$ cat src/shared/dss_defs.svh
// Offsets, field positions, reset values for the second status register
`ifndef DSS_DEFS_SVH
`define DSS_DEFS_SVH
`define DSS_OFS_SECOND_STATUS 2'h2
`define DSS_RST_SECOND_STATUS 16'h0010
`define DSS_BIT_TRI_CTRL      11
`define DSS_BIT_SHOOT_INH     10
`define DSS_BIT_OVERTEMP      9
`define DSS_BIT_TRISTATED     8
`define DSS_MODE_HI           7
`define DSS_MODE_LO           5
`define DSS_BIT_FAULT_B       4
`define DSS_BIT_FAULT_A       3
`define DSS_BIT_EN_VALID      2
`define DSS_BIT_LAST_BAD      1
`define DSS_BIT_PARITY        0
`define DSS_MODE_RESERVED     3'h7
`endif

$ cat src/shared/dss_pkg.sv
// Types for the second status register block
package dss_pkg;
    typedef logic [2:0]  dss_mode_t;
    typedef logic [15:0] dss_word_t;
endpackage

$ cat src/hw/dss_status.sv
// Primary-side second status register with sticky fault requests
// Functional notes
// Tristate-control bit mirrors the secondary control bit set by output-stage monitor events.
// Shoot-through inhibit bit is 1 while the inhibition time runs, else 0.
// Overtemperature bit mirrors the secondary overtemperature status.
// Output-tristated bit is 1 while the output stage is tristated.
// Mode field shows the active mode 0..6, code 7 reserved, mirrored from the secondary side.
// Sticky bit shows fault pin B driven low.
// Sticky bit shows fault pin A driven low.
// Enable-valid bit is 1 when the enable pin signal is valid, else 0.
// Last-message-invalid bit is 1 if the previous SPI message was discarded.
// Bit 0 makes the whole returned word odd parity.
// The sticky enable-error flag cannot be cleared while enable-valid reads 0.
// Fields come from hardware only, upper bits read 0, writes are ignored.
`timescale 1ns/10ps
`default_nettype none
`include "dss_defs.svh"
module dss_status
    import dss_pkg::*;
(
    input  wire logic       sys_clk_in,
    input  wire logic       rst_in,
    input  wire logic       tristate_control_mirror_in,
    input  wire logic       shoot_through_inhibit_in,
    input  wire logic       overtemp_status_in,
    input  wire logic       output_tristated_in,
    input  wire dss_mode_t  op_mode_in,
    input  wire logic       fault_b_set_in,
    input  wire logic       fault_a_set_in,
    input  wire logic       fault_clear_in,
    input  wire logic       enable_input_valid_in,
    input  wire logic       msg_done_in,
    input  wire logic       msg_discarded_in,
    input  wire logic       enable_error_set_in,
    input  wire logic       enable_error_clear_in,
    input  wire logic       rd_en_in,
    input  wire logic [1:0] rd_addr_in,
    input  wire logic       wr_en_in,
    input  wire dss_word_t  wr_data_in,
    output dss_word_t       rd_data_out,
    output logic            rd_valid_out,
    output logic            fault_pin_a_oe_out,
    output logic            fault_pin_b_oe_out,
    output logic            enable_error_flag_out
);
    ////////////////////////////////////////////////////////////////////////
    // Pin-side inputs cross in through two flops; stage one is read by
    // stage two only
    logic [7:0] sync1_r;
    logic [7:0] sync2_r;
    logic [7:0] pins;
    assign pins = {tristate_control_mirror_in, shoot_through_inhibit_in,
                   overtemp_status_in, output_tristated_in, op_mode_in,
                   enable_input_valid_in};
    always_ff @(posedge sys_clk_in) begin
        if (rst_in) begin
            sync1_r <= 8'h00;
            sync2_r <= 8'h00;
        end else begin
            sync1_r <= pins;
            sync2_r <= sync1_r;
        end
    end

    ////////////////////////////////////////////////////////////////////////
    // Sticky flags: a set in the same cycle as a clear wins, so an event
    // that meets a host clear is never lost
    logic fault_a_r;
    logic fault_a_nxt;
    logic fault_b_r;
    logic fault_b_nxt;
    logic last_bad_r;
    logic last_bad_nxt;
    logic en_err_r;
    logic en_err_nxt;
    always_comb begin
        fault_a_nxt = fault_a_r;
        if (fault_clear_in) begin
            fault_a_nxt = 1'b0;
        end
        if (fault_a_set_in) begin
            fault_a_nxt = 1'b1;
        end
        fault_b_nxt = fault_b_r;
        if (fault_clear_in) begin
            fault_b_nxt = 1'b0;
        end
        if (fault_b_set_in) begin
            fault_b_nxt = 1'b1;
        end
        last_bad_nxt = last_bad_r;
        if (msg_done_in) begin
            last_bad_nxt = msg_discarded_in;
        end
        en_err_nxt = en_err_r;
        // Clear blocked while enable is judged invalid
        if (enable_error_clear_in && sync2_r[0]) begin
            en_err_nxt = 1'b0;
        end
        if (enable_error_set_in) begin
            en_err_nxt = 1'b1;
        end
    end
    always_ff @(posedge sys_clk_in) begin
        if (rst_in) begin
            fault_a_r  <= 1'b0;
            fault_b_r  <= 1'b1;
            last_bad_r <= 1'b0;
            en_err_r   <= 1'b0;
        end else begin
            fault_a_r  <= fault_a_nxt;
            fault_b_r  <= fault_b_nxt;
            last_bad_r <= last_bad_nxt;
            en_err_r   <= en_err_nxt;
        end
    end

    ////////////////////////////////////////////////////////////////////////
    // Read path; write strobe and data have no effect on any field
    dss_word_t word;
    dss_word_t rd_data_nxt;
    logic      rd_valid_nxt;
    always_comb begin
        word = 16'h0000;
        word[`DSS_BIT_TRI_CTRL]  = sync2_r[7];
        word[`DSS_BIT_SHOOT_INH] = sync2_r[6];
        word[`DSS_BIT_OVERTEMP]  = sync2_r[5];
        word[`DSS_BIT_TRISTATED] = sync2_r[4];
        word[`DSS_MODE_HI:`DSS_MODE_LO] = sync2_r[3:1];
        word[`DSS_BIT_FAULT_B]  = fault_b_r;
        word[`DSS_BIT_FAULT_A]  = fault_a_r;
        word[`DSS_BIT_EN_VALID] = sync2_r[0];
        word[`DSS_BIT_LAST_BAD] = last_bad_r;
        word[`DSS_BIT_PARITY]   = ~(^word[15:1]);
        rd_valid_nxt = rd_en_in && (rd_addr_in == `DSS_OFS_SECOND_STATUS);
        rd_data_nxt  = rd_valid_nxt ? word : 16'h0000;
    end
    always_ff @(posedge sys_clk_in) begin
        if (rst_in) begin
            rd_data_out           <= 16'h0000;
            rd_valid_out          <= 1'b0;
            fault_pin_a_oe_out    <= 1'b0;
            fault_pin_b_oe_out    <= 1'b0;
            enable_error_flag_out <= 1'b0;
        end else begin
            rd_data_out           <= rd_data_nxt;
            rd_valid_out          <= rd_valid_nxt;
            fault_pin_a_oe_out    <= fault_a_r;
            fault_pin_b_oe_out    <= fault_b_r;
            enable_error_flag_out <= en_err_r;
        end
    end

    ////////////////////////////////////////////////////////////////////////
    a_parity_odd: assert property (@(posedge sys_clk_in) disable iff (rst_in)
        rd_valid_out |-> ^rd_data_out) else $error("even parity");
    a_upper_zero: assert property (@(posedge sys_clk_in) disable iff (rst_in)
        rd_data_out[15:12] == 4'h0) else $error("upper bits set");
    a_en_err_hold: assert property (@(posedge sys_clk_in) disable iff (rst_in)
        (en_err_r && !sync2_r[0]) |=> en_err_r)
        else $error("enable error cleared");
    a_fault_a_set: assert property (@(posedge sys_clk_in) disable iff (rst_in)
        fault_a_set_in |=> fault_a_r ##1 fault_pin_a_oe_out)
        else $error("fault a lost");
    a_fault_b_set: assert property (@(posedge sys_clk_in) disable iff (rst_in)
        fault_b_set_in |=> fault_b_r ##1 fault_pin_b_oe_out)
        else $error("fault b lost");
    a_last_track: assert property (@(posedge sys_clk_in) disable iff (rst_in)
        msg_done_in |=> last_bad_r == $past(msg_discarded_in))
        else $error("last message flag wrong");
    a_valid_read: assert property (@(posedge sys_clk_in) disable iff (rst_in)
        rd_valid_nxt |=> rd_data_out[2] == $past(sync2_r[0]))
        else $error("enable valid wrong");
    a_shoot_read: assert property (@(posedge sys_clk_in) disable iff (rst_in)
        rd_valid_nxt |=> rd_data_out[10] == $past(sync2_r[6]))
        else $error("shoot inhibit wrong");
    a_mode_read: assert property (@(posedge sys_clk_in) disable iff (rst_in)
        rd_valid_nxt |=> rd_data_out[7:5] == $past(sync2_r[3:1]))
        else $error("mode wrong");
    a_hot_read: assert property (@(posedge sys_clk_in) disable iff (rst_in)
        rd_valid_nxt |=> rd_data_out[9] == $past(sync2_r[5]))
        else $error("overtemp wrong");

    ////////////////////////////////////////////////////////////////////////
    // Remaining fields of a read and the sticky edge cases
    a_tri_read: assert property (@(posedge sys_clk_in) disable iff (rst_in)
        rd_valid_nxt |=> rd_data_out[11] == $past(sync2_r[7]))
        else $error("tristate control wrong");
    a_tristd_read: assert property (@(posedge sys_clk_in) disable iff (rst_in)
        rd_valid_nxt |=> rd_data_out[8] == $past(sync2_r[4]))
        else $error("tristated wrong");
    a_fault_b_read: assert property (@(posedge sys_clk_in) disable iff (rst_in)
        rd_valid_nxt |=> rd_data_out[4] == $past(fault_b_r))
        else $error("fault b bit wrong");
    a_fault_a_read: assert property (@(posedge sys_clk_in) disable iff (rst_in)
        rd_valid_nxt |=> rd_data_out[3] == $past(fault_a_r))
        else $error("fault a bit wrong");
    a_last_read: assert property (@(posedge sys_clk_in) disable iff (rst_in)
        rd_valid_nxt |=> rd_data_out[1] == $past(last_bad_r))
        else $error("last message bit wrong");
    a_refused: assert property (@(posedge sys_clk_in) disable iff (rst_in)
        !rd_valid_nxt |=> rd_data_out == 16'h0000)
        else $error("data without read");
    a_valid_pulse: assert property (@(posedge sys_clk_in) disable iff (rst_in)
        rd_valid_nxt |=> rd_valid_out)
        else $error("read not answered");
    a_set_wins_a: assert property (@(posedge sys_clk_in) disable iff (rst_in)
        (fault_a_set_in && fault_clear_in) |=> fault_a_r)
        else $error("fault a set lost to clear");
    a_set_wins_b: assert property (@(posedge sys_clk_in) disable iff (rst_in)
        (fault_b_set_in && fault_clear_in) |=> fault_b_r)
        else $error("fault b set lost to clear");
    a_clear_a: assert property (@(posedge sys_clk_in) disable iff (rst_in)
        (fault_clear_in && !fault_a_set_in) |=> !fault_a_r)
        else $error("fault a not cleared");
    a_clear_b: assert property (@(posedge sys_clk_in) disable iff (rst_in)
        (fault_clear_in && !fault_b_set_in) |=> !fault_b_r)
        else $error("fault b not cleared");
    a_en_err_set: assert property (@(posedge sys_clk_in) disable iff (rst_in)
        enable_error_set_in |=> en_err_r ##1 enable_error_flag_out)
        else $error("enable error lost");
endmodule
`default_nettype wire

$ cat config.mk
export PLATFORM = sky130hd
export DESIGN_NAME = dss_status
export DESIGN_NICKNAME = d
export VERILOG_FILES = /design/src/shared/dss_pkg.sv /design/src/hw/dss_status.sv
export VERILOG_INCLUDE_DIRS = /design/src /design/src/shared
export SDC_FILE = /design/constraint.sdc
export NUM_CORES = 1
export LEC_CHECK = 0
export ABC_CLOCK_PERIOD_IN_PS = 3400
export BUFFER_PORTS_ARGS = -buffer_cell sky130_fd_sc_hd__buf_2
export CAP_MARGIN = 20
export CORE_MARGIN = 1.5
export CORE_UTILIZATION = 40
export CTS_BUF_LIST = sky130_fd_sc_hd__clkbuf_16
export DETAILED_ROUTE_END_ITERATION = 16
export GPL_ROUTABILITY_DRIVEN = 0
export PLACE_DENSITY = 0.8
export SYNTH_ARGS = -nofsm -noshare
export SYNTH_HDL_FRONTEND = slang
export SYNTH_SLANG_ARGS = --single-unit
$ cat constraint.sdc
create_clock -name sys_clk_in -period 3.4 [get_ports sys_clk_in]
set_input_delay 0.34 -clock sys_clk_in [delete_from_list [all_inputs] [get_ports sys_clk_in]]
set_output_delay 0.34 -clock sys_clk_in [all_outputs]
set_load 0.05 [all_outputs]
# Word level (Yosys, flattened, before mapping)
# Cells that the tools add are included.
# totals
latchBits,0
ram_bits,0
wordCells,26
memories,0
mem_bits_ro,0
ff_bits,40
input_bits,37
out_inout_bits,20
# op_classes
n_mux,4
n_lt_le_gt_ge,0
mul,0
bitwise,2
add_sub_neg,0
n_shift,0
div,0
n_reduce_logical,7
eq_ne,1
# ops
operator,n
XOR reduction 15 bit,1
two-way mux 1 bit,4
nonzero test 2 bit,2
OR reduction 2 bit,2
"equality test 2 bit, second input constant",1
logical AND 1 bit,2
NOT 1 bit,2

# Logic depth before layout (Yosys ltp)
# depth
word_depth,4
ltp_mapped,4
ltp_nobuf,4

# Worst setup path before layout
# OpenSTA, ideal clock, no wires.
# synth_path
path_kind,register to register
from,register fault_a_r
to,register rd_data_out[0]
required_time_ns,3.285
stages_incl_launch_ff,5
n_path_buf,0
slack_ns,2.126
setup_time_ns,0.115
synth_period_minus_slack_ns,1.274
arrival_time_ns,1.159
cell_sequence,dfxtp_1 xor2_1 xnor2_1 xnor3_1 and2_1
# synth_via
elab_chain_cells,2
# synth_lines
item,line_no,text
from (decl),dss_status.sv:68,logic fault_a_r;
from (signal assigned),dss_status.sv:111,fault_a_r <= fault_a_nxt;
XOR reduction 15 bit,dss_status.sv:134,word[`DSS_BIT_PARITY] = ~(^word[15:1]);
NOT 1 bit,dss_status.sv:134,
to (signal assigned),dss_status.sv:146,rd_data_out <= rd_data_nxt;
to (decl),dss_status.sv:40,"output dss_word_t rd_data_out,"
# Every way passes these cells.
# A chain may end at the register's enable or synchronous reset.

# Worst setup path after layout
# Ends and elaborated chain as after synthesis.

==> summary.md <==
| Metric | Value |
|---|---|
| RSZ-0062 raised after global routing | `false` |
| Initial antenna violation count | `0` |
| Final hold vios | `0` |
| Iteration-0 DRC count of the detailed router | `18` |
| Vias in the first global route | `691` |
| Per-cell routed wire length | `9.89 µm` |
| Fmax achieved | `a little over 700 MHz` |
| Utilization after layout | `between 50% and 60%` |
| CP endpoint kind | `flop` |
| Global Route met3 Usage | `4.42%` |
| Maximum clock path buffer count | `2` |
| Worst skew pair latency | `between 0.2 and 0.3 ns` |
| CTS tree | `built` |
| Lkg Pwr | `0.702 nW` |
| Ports | `57` |
| Commonest cells after routing, fill and taps aside | `dfxtp_1 (36), buf_2 (35), nor2b_1 (17), and2_1 (10)` |
| Register Area | `roughly 720 µm²` |
| Worst reg2reg startpoint | `fault_a_r$_SDFFE_PP0P_` |
| Synth Cell Area | `approximately 0.0011 mm²` |
| Area taken by multi-input logic gates | `363 µm²` |
| Tcrit/Tclk final | `41.1%` |
| H-Tree Depth | `2` |
| Vias | `just over 700` |
| Layout area overhead | `28.6%` |
| Post-route cell area | `around 0.0014 mm²` |
| GR Util met2 | `approximately 21%` |
| Measured slew at the worst slew-check pin | `~0.85 ns` |
| GRT Overall Usage | `around an eighth` |
| Initial core utilization | `between 40% and 50%` |
| DR vias/cell | `between 4 and 5` |
| Max IR drop VDD | `around 0.5 mV` |
| Post-route setup TNS | `0 ns` |
| Hold Path Origin | `rd_addr_in[0]` |
| Nets | `about 170` |
| Clock Tree Root | `clkbuf_16` |
| Buffers added on ports | `35` |
| Flops & latches, synth | `36` |
| Pre-antenna DRT Iters | `3` |
| Setup CP Type | `reg -> reg` |
| CP Max Fanout | `4` |
| Hold slack | `approximately 0.24 ns` |
| Remaining Overflow, GRT | `0` |
| Clk sink count | `36` |
| Diodes inserted | `0` |
| Core area | `~0.0027 mm²` |
| Met1 Resource Use GR | `a little under an eighth` |
| Slew headroom | `between 40% and 50%` |
| Worst Setup SP | `fault_a_r$_SDFFE_PP0P_` |
| Max-slew violations | `0` |
| Residual DRC count | `0` |
| Die footprint | `0.00313 mm²` |
| Synth Warn # | `0` |
| Most common cell after layout, fill and taps aside | `dfxtp_1` |
| DRT Wirelength | `approximately 1700 µm` |
| Share of layout cells above drive strength 1 | `about a third` |
| PwrDens | `between 600 and 700 mW/mm²` |
| Die outline width | `between 50 and 60 µm` |
| CTS Buf Count | `5` |
| Post-CTS sizing | `0` |
| Final setup violation count | `0` |
| Syn Area/Cell | `11.6 µm²` |
| Status | `completed` |
| Final Critical Period | `1.40 ns` |
| Max cap viols | `0` |
| Worst EP arrival | `approximately 1.6 ns` |
| Synth unique cells | `20` |
| Pin count of the biggest net entering global routing | `26` |
| Setup Fix Bufs, Post-CTS | `0` |
| CP required | `roughly 3.6 ns` |
| ANT nets after route | `0` |
| Hold-fix buffer count after cts | `0` |
| Rows | `19` |
| Die Span Y | `between 50 and 60 µm` |
| Post-Synthesis Cells | `97` |
| First-pass GRT wire length | `approximately 2800 µm` |
| DP Area | `between 0.001 and 0.0015 mm²` |
| Gr busiest metal | `met2` |
| Setup Skew | `just over 0.003 ns` |
| Clock transition at path regs | `around 0.050 ns` |
| Hold Crit Class | `in -> reg` |
| Reg2Reg Setup Slack | `2.00 ns` |
| Seq/Total Area, Yosys | `around 64%` |
| Setup crit start kind | `flop` |
| Filler cells | `roughly 240` |
[registers in the layout, summed over array words and instances, names as in the netlist]
register               count
rd_data_out               12
sync1_r                    8
last_bad_r                 1
fault_pin_b_oe_out         1
sync2_r                    8
enable_error_flag_out      1
fault_b_r                  1
rd_valid_out               1
en_err_r                   1
fault_a_r                  1
fault_pin_a_oe_out         1
[per-layer routing]
layer,part of all wire [%],up-vias
li1,-,364
met1,36,298
met2,50,32
met3,7.4,11
met4,6.4,0
met5,0,-
[report_power, final]
part           total, mW  internal [mW]  switching [mW]
registers          0.445          0.438         0.00624
logic             0.0784         0.0347          0.0437
clock network      0.413          0.263           0.150
total              0.936          0.736           0.200
[final timing paths]
| check | end | cells past startpoint |
|---|---|---|
| min reg2reg | sync2_r[2]$_SDFF_PP0_ | 1 |
| max | rd_data_out[0]$_SDFF_PP0_ | 4 |
| max reg2reg | rd_data_out[0]$_SDFF_PP0_ | 4 |
| min | rd_data_out[4]$_SDFF_PP0_ | 2 |
[layout make-up]
type                       instances  area share, %
clock buffer                       5           8.68
clock inverter                     3          0.781
inverter                           2          0.521
multi-input combinational         55           25.2
sequential                        36           50.0
tap                               31           2.69
timing repair buffer              35           12.2
[worst max-delay path: stages (launching register included)]
cell and delay, ns:
dfxtp_1 0.38, xor2_1 0.18, xnor2_1 0.16, xnor3_1 0.41, and2_1 0.17
[per-stage QoR]
stage / cells / power, mW / setup WS, ns
final: 167 / 0.936 / 2.00
after global routing: 167 / 0.977 / 1.83
after CTS: 167 / 0.943 / 1.99
after detailed placement: 159 / 0.532 / 1.73
after global placement: 159 / 0.529 / 1.81
after floorplan: 100 / 0.515 / 2.13
[synth_stat cells]
library cell,n,area (µm²)
inv_1,2,7.51
nor2_1,5,18.8
dfxtp_1,36,721
nor3_1,1,5.00
xnor2_1,5,43.8
nand2_1,2,7.51
and2_1,10,62.6
mux2i_1,1,10.0
xnor2_2,1,16.3
a21oi_1,2,10.0
xor2_1,2,17.5
nor4_1,1,6.26
nor2b_2,1,8.76
nor2b_1,17,106
buf_4,4,30.0
xnor3_1,1,22.5
clkbuf_1,3,11.3
and2_2,1,7.51
o21ai_0,1,5.00
conb_1,1,3.75
[logic make-up (layout without fill, tap and decap cells)]
kind of cell / Yosys count / count (layout) / synth area share [%]
simple gates: 38 / 38 / 19.9
other cells: 1 / 4 / 0.335
xor+xnor: 9 / 9 / 8.93
buf+inv: 9 / 45 / 4.35
flops: 36 / 36 / 64.3
compound gates: 3 / 3 / 1.34
mux: 1 / 1 / 0.893
No activity file was read; power rests on OpenSTA's default activity.
